--- config.mk ---
export PLATFORM = sky130hd
export DESIGN_NAME = fps_seq
export DESIGN_NICKNAME = d
export VERILOG_FILES = /design/src/pkg/fps_pkg.sv /design/src/fps_tick.sv /design/src/fps_seq.sv
export SDC_FILE = /design/constraint.sdc
export NUM_CORES = 2
export LEC_CHECK = 0
export BUFFER_PORTS_ARGS = -buffer_cell sky130_fd_sc_hd__clkbuf_2
export CORE_MARGIN = 2
export CORE_UTILIZATION = 60
export DETAILED_ROUTE_END_ITERATION = 6
export HOLD_SLACK_MARGIN = 0.03
export PLACE_DENSITY = 0.74
export RECOVER_POWER = 100
export SYNTH_ARGS = -nofsm -noshare
export SYNTH_HDL_FRONTEND = slang
export SYNTH_HIERARCHICAL = 1
export SYNTH_SLANG_ARGS = --single-unit
--- constraint.sdc ---
create_clock -name pclk -period 5.3 [get_ports pclk]
set_input_delay 0.53 -clock pclk [delete_from_list [all_inputs] [get_ports pclk]]
set_output_delay 0.53 -clock pclk [all_outputs]
set_load 0.01 [all_outputs]
--- src/pkg/fps_pkg.sv ---
// package: register map, fields, timing constants and carriers of the flash sequencer
package fps_pkg;
   // register byte offsets
   localparam logic [11:0] FPS_CTRL_OFS = 12'h000;
   localparam logic [11:0] FPS_STAT_OFS = 12'h004;
   localparam logic [11:0] FPS_PARAM_OFS = 12'h008;
   localparam logic [11:0] FPS_ADDR_OFS = 12'h00c;
   localparam logic [11:0] FPS_PROT_OFS = 12'h010;
   localparam logic [11:0] FPS_DATA_OFS = 12'h014;
   localparam logic [11:0] FPS_INDEX_OFS = 12'h018;
   // control fields
   localparam int FPS_CTRL_ERASE_BIT = 0;
   localparam int FPS_CTRL_PROG_BIT = 1;
   localparam int FPS_CTRL_WDDIS_BIT = 2;
   // status fields
   localparam int FPS_STAT_BUSY_BIT = 0;
   localparam int FPS_STAT_REFUSED_BIT = 1;
   localparam int FPS_STAT_IMASK_BIT = 2;
   localparam int FPS_STAT_MASS_BIT = 3;
   // reset values and mass-erase address
   localparam logic [15:0] FPS_PROT_RST = 16'hffff;
   localparam logic [15:0] FPS_BPR_ADDR = 16'hff7e;
   localparam logic [7:0] FPS_SPEED_RST = 8'h20;
   // geometry
   localparam int FPS_ROW_BYTES = 32;
   localparam int FPS_PAGE_BYTES = 64;
   // timing in bus cycles of the flash clock, _US values in microseconds (speed_param = 4 x MHz)
   localparam int FPS_PROG_LOW_CYC = 57;
   localparam int FPS_PROG_MUL = 8;
   localparam int FPS_PROG_ADD = 8;
   localparam int FPS_WD_FIRST_CYC = 61;
   localparam int FPS_HV_MAX_US = 125;
   localparam int FPS_HV_ROW_MAX_US = 4000;
   localparam int FPS_ERASE_MIN_US = 4000;
   localparam int FPS_ERASE_MAX_US = 5500;
   // erase length in speed units: 4.5 ms x MHz x 4 / 4 = 4500 cycles per MHz
   localparam int FPS_ERASE_US = 4500;
   localparam int FPS_SETUP_CYC = 4;
   // pclk 50 MHz, flash bus at speed/4 MHz: one flash cycle = 200/speed pclk
   localparam int FPS_PCLK_MHZ = 50;
   localparam int FPS_PCLK_X4 = FPS_PCLK_MHZ * 4;

   typedef enum logic [2:0] {
      FPS_IDLE = 3'b000,
      FPS_SETUP = 3'b001,
      FPS_PULSE = 3'b010,
      FPS_NEXT = 3'b011,
      FPS_ERASE = 3'b100,
      FPS_DONE = 3'b101
   } fps_state_t;

   typedef struct packed {
      logic hv;
      logic erase;
      logic mass;
      logic row;
      logic [15:0] addr;
      logic [4:0] len;
   } fps_flash_t;
endpackage

--- src/fps_tick.sv ---
// divider: one tick per flash bus cycle from pclk
`timescale 1ns/1ps
module fps_tick
   import fps_pkg::*;
(
   // clock and reset
   input wire logic pclk,
   input wire logic presetn,
   // control
   input wire logic run,
   input wire logic [7:0] speed,
   output logic tick
);
   typedef struct packed {
      logic [15:0] acc;
      logic tick;
   } fps_tick_st_t;
   fps_tick_st_t s_q, s_d;
   logic [16:0] sum;

   // fractional accumulator: adds speed, wraps at 4 x pclk MHz
   always_comb begin
      s_d = s_q;
      sum = {1'b0, s_q.acc} + {9'h000, speed};
      s_d.tick = 1'b0;
      if (!run) begin
         s_d.acc = 16'h0000;
      end else if (sum >= 17'(FPS_PCLK_X4)) begin
         s_d.acc = 16'(sum - 17'(FPS_PCLK_X4));
         s_d.tick = 1'b1;
      end else begin
         s_d.acc = sum[15:0];
      end
   end

   always_ff @(posedge pclk or negedge presetn) begin
      if (!presetn) begin
         s_q <= '0;
      end else begin
         s_q <= s_d;
      end
   end
   assign tick = s_q.tick;
endmodule // fps_tick

--- src/fps_seq.sv ---
// flash erase and program sequencer with apb register access
//
// Decided for this implementation: the placing of the registers and the APB slave port.
`timescale 1ns/1ps
module fps_seq
   import fps_pkg::*;
#(
   parameter int DATA_DEPTH = 256,
   parameter int ERASE_US = FPS_ERASE_US
) (
   // clock and reset
   input wire logic pclk,
   input wire logic presetn,
   // apb slave
   input wire logic psel,
   input wire logic penable,
   input wire logic pwrite,
   input wire logic [11:0] paddr,
   input wire logic [31:0] pwdata,
   output logic [31:0] prdata,
   output logic pready,
   output logic pslverr,
   // system
   input wire logic test_high_voltage,
   input wire logic irq_mask_in,
   output logic irq_mask,
   output logic watchdog_kick,
   // flash array
   output fps_flash_t flash,
   output logic [7:0] flash_wdata,
   output logic [4:0] flash_col
);
   initial begin
      if (DATA_DEPTH < 1 || DATA_DEPTH > 256) begin
         $error("fps_seq: DATA_DEPTH must be 1 to 256");
      end
      // erase count must fit 16 bits at the top speed of 32
      if (ERASE_US < 1 || ERASE_US * 8 > 32'h0000ffff) begin
         $error("fps_seq: ERASE_US must be 1 to 8191");
      end
   end

   typedef struct packed {
      fps_state_t st;
      logic [7:0] speed;
      logic [7:0] count;
      logic [15:0] addr;
      logic [15:0] prot;
      logic wd_dis;
      logic refused;
      logic imask_save;
      logic imask;
      logic mass;
      logic [7:0] done_n;
      logic [7:0] chunk;
      logic [15:0] cyc;
      logic [15:0] wd_cyc;
      logic wd_first;
      logic kick;
      logic [7:0] dptr;
      logic [7:0] ld_n;
      logic [7:0] wdata;
      logic [4:0] col;
      logic [15:0] hv_pclk;
      fps_flash_t fl;
      logic [31:0] rdata;
   } fps_st_t;
   fps_st_t s_q, s_d;

   logic [7:0] data_mem [DATA_DEPTH];
   logic tick;
   logic wr_en, rd_en;
   logic [15:0] pulse_cyc;
   logic [15:0] erase_cyc;
   logic [15:0] last_addr;
   logic [15:0] last_row;
   logic [15:0] cur_addr;
   logic row_ok;

   fps_tick fps_tick_i (
      .pclk(pclk),
      .presetn(presetn),
      .run(s_q.st != FPS_IDLE),
      .speed(s_q.speed),
      .tick(tick)
   );

   assign wr_en = psel && penable && pwrite;
   assign rd_en = psel && !penable && !pwrite;
   assign pready = 1'b1;
   assign pslverr = 1'b0;

   // pulse length in flash cycles from speed
   always_comb begin
      if (s_q.speed <= 8'd7) begin
         pulse_cyc = 16'(FPS_PROG_LOW_CYC);
      end else begin
         pulse_cyc = 16'(FPS_PROG_MUL) * {8'h00, s_q.speed} + 16'(FPS_PROG_ADD);
      end
   end
   // erase: ERASE_US x (speed/4) flash cycles
   assign erase_cyc = 16'((32'(ERASE_US) * 32'(s_q.speed)) >> 2);

   assign cur_addr = s_q.addr + {8'h00, s_q.done_n};
   assign last_addr = s_q.addr + {8'h00, s_q.count} - 16'h0001;
   assign last_row = last_addr & ~16'(FPS_ROW_BYTES - 1);
   // row method only with watchdog off and remaining bytes in last row
   assign row_ok = s_q.wd_dis && (cur_addr >= last_row || cur_addr[15:5] == last_row[15:5]);

   always_comb begin
      s_d = s_q;
      s_d.kick = 1'b0;
      if (rd_en) begin
         if (paddr == FPS_CTRL_OFS) begin
            s_d.rdata = {29'h0, s_q.wd_dis, 2'b00};
         end else if (paddr == FPS_STAT_OFS) begin
            s_d.rdata = {28'h0, s_q.mass, s_q.imask, s_q.refused, s_q.st != FPS_IDLE};
         end else if (paddr == FPS_PARAM_OFS) begin
            s_d.rdata = {16'h0, s_q.count, s_q.speed};
         end else if (paddr == FPS_ADDR_OFS || paddr == FPS_INDEX_OFS) begin
            s_d.rdata = {16'h0, s_q.addr};
         end else if (paddr == FPS_PROT_OFS) begin
            s_d.rdata = {16'h0, s_q.prot};
         end else begin
            s_d.rdata = 32'h0;
         end
      end
      if (s_q.st == FPS_IDLE && wr_en) begin
         if (paddr == FPS_CTRL_OFS) begin
            s_d.wd_dis = pwdata[FPS_CTRL_WDDIS_BIT];
            s_d.dptr = 8'h00;
            if (pwdata[FPS_CTRL_ERASE_BIT]) begin
               s_d.mass = (s_q.addr == FPS_BPR_ADDR);
               s_d.refused = 1'b0;
               s_d.imask_save = irq_mask_in;
               s_d.imask = 1'b1;
               s_d.st = FPS_ERASE;
               // fresh watchdog schedule for every operation
               s_d.wd_cyc = 16'h0;
               s_d.wd_first = 1'b1;
               s_d.cyc = 16'h0;
               if (s_q.addr == FPS_BPR_ADDR && !test_high_voltage) begin
                  s_d.refused = 1'b1;
                  s_d.st = FPS_DONE;
               end else if (s_q.addr != FPS_BPR_ADDR && s_q.addr >= s_q.prot
                            && !test_high_voltage) begin
                  s_d.refused = 1'b1;
                  s_d.st = FPS_DONE;
               end
            end else if (pwdata[FPS_CTRL_PROG_BIT]) begin
               s_d.refused = 1'b0;
               s_d.mass = 1'b0;
               s_d.done_n = 8'h00;
               s_d.ld_n = 8'h00;
               s_d.imask_save = irq_mask_in;
               s_d.imask = 1'b1;
               s_d.wd_cyc = 16'h0;
               s_d.wd_first = 1'b1;
               s_d.st = (s_q.count == 8'h00) ? FPS_DONE : FPS_SETUP;
               s_d.cyc = 16'h0;
            end
         end else if (paddr == FPS_PARAM_OFS) begin
            s_d.speed = pwdata[7:0];
            s_d.count = pwdata[15:8];
         end else if (paddr == FPS_ADDR_OFS) begin
            s_d.addr = pwdata[15:0];
         end else if (paddr == FPS_PROT_OFS) begin
            s_d.prot = pwdata[15:0];
         end else if (paddr == FPS_DATA_OFS) begin
            s_d.dptr = s_q.dptr + 8'h01;
         end
      end
      // watchdog service while running, watchdog enabled
      if (s_q.st != FPS_IDLE && !s_q.wd_dis && tick) begin
         s_d.wd_cyc = s_q.wd_cyc + 16'h0001;
         if (s_q.wd_cyc == 16'(FPS_WD_FIRST_CYC - 1) && s_q.wd_first) begin
            s_d.kick = 1'b1;
            s_d.wd_first = 1'b0;
            s_d.wd_cyc = 16'h0;
         end else if (!s_q.wd_first && s_q.wd_cyc == pulse_cyc) begin
            s_d.kick = 1'b1;
            s_d.wd_cyc = 16'h0;
         end
      end
      case (s_q.st)
         FPS_SETUP: begin
            if (row_ok) begin
               s_d.chunk = s_q.count - s_q.done_n;
            end else begin
               s_d.chunk = 8'h01;
            end
            s_d.fl.erase = 1'b0;
            s_d.fl.mass = 1'b0;
            s_d.fl.row = row_ok;
            s_d.fl.addr = cur_addr;
            s_d.fl.len = row_ok ? 5'(s_q.count - s_q.done_n - 8'h01) : 5'h00;
            s_d.cyc = 16'h0;
            s_d.hv_pclk = 16'h0;
            // one byte per cycle into the row latch; row method loops first
            s_d.wdata = data_mem[8'(s_q.done_n + s_q.ld_n)];
            s_d.col = cur_addr[4:0] + s_q.ld_n[4:0];
            s_d.ld_n = s_q.ld_n + 8'h01;
            if (!row_ok || s_q.ld_n == s_q.count - s_q.done_n - 8'h01) begin
               s_d.ld_n = 8'h00;
               s_d.st = FPS_PULSE;
            end
         end
         FPS_PULSE: begin
            s_d.fl.hv = 1'b1;
            s_d.hv_pclk = s_q.hv_pclk + 16'h0001;
            if (tick) begin
               s_d.cyc = s_q.cyc + 16'h0001;
               if (s_q.cyc == pulse_cyc - 16'h0001) begin
                  s_d.fl.hv = 1'b0;
                  s_d.st = FPS_NEXT;
               end
            end
            // hard cap on high voltage when speed is set far too low
            if (s_q.hv_pclk == 16'(FPS_HV_MAX_US * FPS_PCLK_MHZ - 1)) begin
               s_d.fl.hv = 1'b0;
               s_d.st = FPS_NEXT;
            end
         end
         FPS_NEXT: begin
            s_d.done_n = s_q.done_n + s_q.chunk;
            s_d.st = (s_q.done_n + s_q.chunk >= s_q.count) ? FPS_DONE : FPS_SETUP;
         end
         FPS_ERASE: begin
            s_d.fl.erase = 1'b1;
            s_d.fl.mass = s_q.mass;
            s_d.fl.row = 1'b0;
            s_d.fl.addr = s_q.addr & ~16'(FPS_PAGE_BYTES - 1);
            s_d.fl.hv = 1'b1;
            if (tick) begin
               s_d.cyc = s_q.cyc + 16'h0001;
               if (s_q.cyc == erase_cyc - 16'h0001) begin
                  s_d.fl.hv = 1'b0;
                  s_d.st = FPS_DONE;
               end
            end
         end
         FPS_DONE: begin
            s_d.fl.hv = 1'b0;
            s_d.fl.erase = 1'b0;
            s_d.imask = s_q.imask_save;
            if (!s_q.fl.erase && !s_q.refused && !s_q.mass) begin
               s_d.addr = s_q.addr + {8'h00, s_q.done_n};
            end
            s_d.st = FPS_IDLE;
         end
         default: begin
         end
      endcase
   end

   // data array written through the data window, auto-increment
   always_ff @(posedge pclk) begin
      if (s_q.st == FPS_IDLE && wr_en && paddr == FPS_DATA_OFS) begin
         data_mem[s_q.dptr] <= pwdata[7:0];
      end
   end

   always_ff @(posedge pclk or negedge presetn) begin
      if (!presetn) begin
         s_q <= '0;
         s_q.prot <= FPS_PROT_RST;
         s_q.speed <= FPS_SPEED_RST;
      end else begin
         s_q <= s_d;
      end
   end

   assign prdata = s_q.rdata;
   assign irq_mask = s_q.imask;
   assign watchdog_kick = s_q.kick;
   assign flash = s_q.fl;
   assign flash_wdata = s_q.wdata;
   assign flash_col = s_q.col;
endmodule // fps_seq

==> Word-level counts from Yosys, hierarchy flattened <==
Memory sizes are Yosys's and may differ from the RTL's.
Cells that the tools add are included.
Widths: inputs -> output; s select.
{ "word_totals": {"regBits": 225, "n_memories": 1, "mem_bits_rw": 2048, "input_bits": 51} }
{ "memory_table": {"columns": ["memory", "words", "width", "read_ports", "rd_ports_with_merged_regs", "write_ports", "line_no", "source"], "rows": [
  ["data_mem", 256, 8, 1, 0, 1, "fps_seq.sv:70", "logic [7:0] data_mem [DATA_DEPTH];"]
]} }
{ "classes": {"order_cmp": 5, "reduce_logical": 61, "addsub": 18, "mux": 77, "multipliers": 1, "eq_ne": 25, "bitwise": 3} }
{ "op_table": {"columns": ["op", "n"], "rows": [
  ["$mux 16", 15],
  ["$mux 33", 4],
  ["$mux 8", 13],
  ["$mux 32", 2],
  ["$mux 64", 1],
  ["$pmux 16 s2", 2],
  ["$add 16x1->16 const B", 3],
  ["$mux 48", 1],
  ["$eq 12x5->1 const B", 3],
  ["$pmux 18 s2", 1],
  ["$mux 3", 11],
  ["$add 16x8->16", 2],
  ["$eq 16x16->1", 2],
  ["$ge 16x16->1", 2],
  ["$sub 16x1->16 const B", 2],
  ["$reduce_bool 2->1", 15],
  ["$eq 12x4->1 const B", 2],
  ["$mux 12", 2],
  ["$mux 21", 1],
  ["$mux 18", 1],
  ["$add 16x8->17", 1],
  ["$ge 17x8->1 const B", 1],
  ["$mux 1", 17],
  ["$add 8x1->8 const B", 2],
  ["other kinds (42)", 84]
]} }

==> Longest topological paths before layout <==
{ "depth": {"ltp_word": 12, "mapped_depth": 22, "mapped_depth_nobuf": 21} }

==> Modules after synthesis <==
The synthesis kept the hierarchy.
{ "by_module_without_submodules": {"columns": ["mod", "instances", "seq_area_each_um2", "area_each_um2", "cells_each"], "rows": [
  ["fps_seq", 1, 66324.9, 94577.0, 5102],
  ["fps_tick", 1, 425.4, 1677.9, 186]
]} }

==> Worst setup path before layout <==
Ideal clock, no wire load.
{ "synth_path": {"kind": "register -> register", "from": "register s_q[202] (netlist name)", "to": "register s_q (netlist bit flash[24])", "required_time_ns": 5.179, "setup_time_ns": 0.121, "n_path_buf": 2, "stages_incl_launch_ff": 18, "setup_slack_ns": 0.843, "arrival_time_ns": 4.336, "path_cell_list": "dfstp_2 buf_2 inv_1 ha_1 inv_1 ha_1 fa_1 fa_1 inv_1 ha_1 clkbuf_1 xor2_1 o221ai_1 a2111oi_0 nand4_1 nor4b_1 nand3_1 a22o_1"} }
{ "synth_between": {"elab_chain_cells": 8, "elab_cells_between_ends": 14} }
{ "synth_lines": {"columns": ["element", "line_no", "source"], "rows": [
  ["branches (longest 7 deep; another with $mul 11x8->16)", null, null],
  ["$pmux 1 s3 *", "fps_seq.sv:185", "case (s_q.st)"],
  ["end: declaration", "fps_seq.sv:68", "fps_st_t s_q, s_d;"]
]} }
Mark *: on every way between the ends.
A chain may end at the register's enable or synchronous reset.

==> Worst setup path after layout <==
{ "layout_path": {"from": "register s_q[86] in the netlist's numbering", "to": "register s_q (netlist bit flash_wdata[5])"} }
{ "layout_between": {"elab_chain_cells": 2} }
{ "layout_lines": {"columns": ["element", "line_no", "source"], "rows": [
  ["$add 8x8->8", "fps_seq.sv:200", "s_d.wdata = data_mem[8'(s_q.done_n + s_q.ld_n)];"],
  ["$mem_v2 256x8", null, null]
]} }
No other way between the ends.

==> flow_metrics.tcl <==
set metrics [dict create \
    status "finished, violations left" \
    violations "design-rule violations, max-capacitance violations, max-slew violations" \
    drt-initial-drc-count 6336 \
    setup_violations 0 \
    synth_edf_count 2048 \
    end_kind "flip-flop" \
    syn_area_um2 96250 \
    hold_viol_final 0 \
    worstSetupStartpoint "s_q[86]" \
    power_mw 35.67 \
    grt_pass1_vias 51485 \
    final_max_slew_viol_count 1481 \
    cp.required_ns 6.03 \
    cts_max_path_buffers 3 \
    place.gp.congestion 0.9171 \
    grt_setup_unrepaired "false" \
    tritoncts "yes" \
    drive_gt1_share_pct 20.85 \
    firstDrtPassIters 7 \
    root_buffer "clkbuf_16" \
    drv_cap 14 \
    cp.arrival_ns 5.70 \
    worst-setup-path-type "reg2reg" \
    worstPathMaxFanout 74 \
    wl_um 231400 \
    synth.avg_cell_area_um2 18.20 \
    viasPerCell 6.639 \
    ys_types 103 \
    postRouteAntennaNets 0 \
    drc 1 \
    layout_setup_ws_ns 0.3305 \
    antenna_found_initial 6 \
    num-nets-final 5681 \
    ys.warnings.count 6 \
    die_w_um 404.5 \
    hold_ws_ns 0.2352 \
    period_share_pct 93.77 \
    vias 51125 \
    grt_usage_pct 28.80 \
    worst_pin_slew_ns 5.135 \
    cts_setup_buffers 0 \
    grt_pass1_wl_um 343900 \
    final_cell_mix "2048 x edfxtp_1, 626 x mux4_2, 380 x nor2_1" \
    areaGrowthSynthToFinish_pct 10.53 \
    leakage_nw 35.77 \
    port_buffers 90 \
    critPathLaunchType "flip-flop" \
    h-tree-depth 4 \
    dp_slack_ns 0.2869 \
    io-pin-count 125 \
    hold_path_class "in2reg" \
    synth_ff_type "edfxtp_1" \
    core_area_um2 158900 \
    clock_latency_ns 0.86 \
    hp-start "pwdata[1]" \
    slew-limit-headroom_pct -242.3 \
    synth_seq_area_share_pct 69.35 \
    p_per_area_nw_per_um2 335.3 \
    wl_per_cell_um 30.05 \
    r2r_start "s_q[86]" \
    row_count 146 \
    finClkSkew_ns 0.08138 \
    grt_max_degree 209 \
    async_flop_share_pct 9.260 \
    initial_core_util_pct 60.57 \
    dieArea_um2 163600 \
    setup_tns_ns 0 \
    ys_seq_elements 2257 \
    layout_commonest_cell "edfxtp_1" \
    fmax_mhz 201.2 \
    final.min_clock_period_ns 4.970 \
    die_h_um 404.5 \
    cts_buffers 216 \
    grt_overflow 0 \
    syn_inst 5288 \
    vdd_drop_max_mv 0.4174 \
    cts_sinks 2257 \
    clk_pin_slew_worst_paths_ns 0.06 \
    dp_hpwl_um 136600 \
]
[metrics by stage]
| step | instance area [um^2] | util (%) | instances |
|---|---|---|---|
| 2_1_floorplan | 96310 | - | 5304 |
| 3_3_place_gp | 99370 | 62.52 | 7280 |
| 3_5_place_dp | 99370 | 62.52 | 7280 |
| 4_1_cts | 106800 | 67.19 | 7698 |
| 5_1_grt | 106400 | 66.94 | 7698 |
| 6_report | 106400 | 66.94 | 7701 |
[worst paths after layout]
kind | slack, ns | to | cells past startpoint
max | 0.33 | flash_wdata[5] | 9
min | 0.24 | data_mem[17][1] | 1
max reg2reg | 0.33 | flash_wdata[5] | 9
min reg2reg | 0.48 | flash[3] | 2
max in group asynchronous | 1.19 | s_q[86] | 3
min in group asynchronous | 1.10 | fps_tick_i/s_q[10] | 2
[routing by layer]
| layer | share of wire [%] | routed length, um | track usage (%) |
|---|---|---|---|
| met5 | 0.014 | 33 | 0 |
| met4 | 3.6 | 8320 | 9.911 |
| met2 | 50 | 115600 | 47.08 |
| met1 | 37 | 86520 | 39.51 |
| met3 | 9.0 | 20910 | 5.361 |
[where the power goes]
part / switching (mW) / internal (mW)
registers: 0.00861 / 19.5
clock network: 6.78 / 9.02
logic: 0.359 / 0.0396
[critical path, stage by stage (launching register included)]
cell      delay, ns
dfrtp_1        0.53
ha_4           0.25
fa_4           0.86
buf_12         0.42
clkbuf_4       0.80
mux4_2         0.46
mux4_2         0.51
mux2i_1        0.42
o22ai_1        0.16
a2111o_1       0.35
[logic make-up after synthesis]
group / synth area share (%)
fa+ha+maj: 2.696
compound gates: 4.005
flops: 69.35
mux: 15.84
other cells: 0.007802
buf+inv: 2.405
simple gates: 4.437
xor+xnor: 1.267
[registers in the layout, indices dropped and copies added, names as in the netlist]
signal           cells
flash               25
watchdog_kick        1
fps_tick_i/s_q      16
prdata              16
data_mem          2048
fps_tick_i/tick      1
flash_col            5
flash_wdata          8
irq_mask             1
s_q                136
[timing repair]
action / in CTS / in global routing
hold endpoints to repair: 113 / 0
hold buffers: 11 / 0
gates resized for setup: 0 / 3
endpoints found under the setup margin: 0 / 40
[synthesized netlist by cell type, types with 15 or more instances]
master	n	share of area (%)
a211oi_1	17	0.13
a21o_1	26	0.20
a21oi_1	114	0.59
a31oi_1	43	0.28
and3_1	31	0.20
and4_1	15	0.14
buf_2	74	0.38
buf_4	81	0.63
clkbuf_1	157	0.61
dfrtp_1	192	5.0
dfstp_2	17	0.46
edfxtp_1	2048	64
fa_1	24	0.50
ha_1	169	2.2
inv_1	156	0.61
mux2_2	34	0.40
mux2i_1	76	0.79
mux4_2	626	15
nand2_1	199	0.78
nand2b_1	30	0.19
nand3_1	76	0.40
nand4_1	28	0.18
nor2_1	381	1.5
nor2b_1	15	0.097
nor3_1	38	0.20
nor4_1	22	0.14
o211ai_1	30	0.23
o21ai_0	123	0.64
o22ai_1	39	0.25
o31ai_1	21	0.16
xnor2_1	84	0.76
xor2_1	38	0.35
[layout make-up]
type | instances | area, um^2
antenna | 3 | 7.507
multi-input combinational | 2556 | 27350
clock buffer | 268 | 5640
timing repair buffer | 249 | 1797
tap | 2072 | 2592
sequential | 2257 | 66750
clock inverter | 139 | 1672
inverter | 157 | 589.3
fill | 10093 | 52530
No activity file was read; power rests on OpenSTA's default activity.
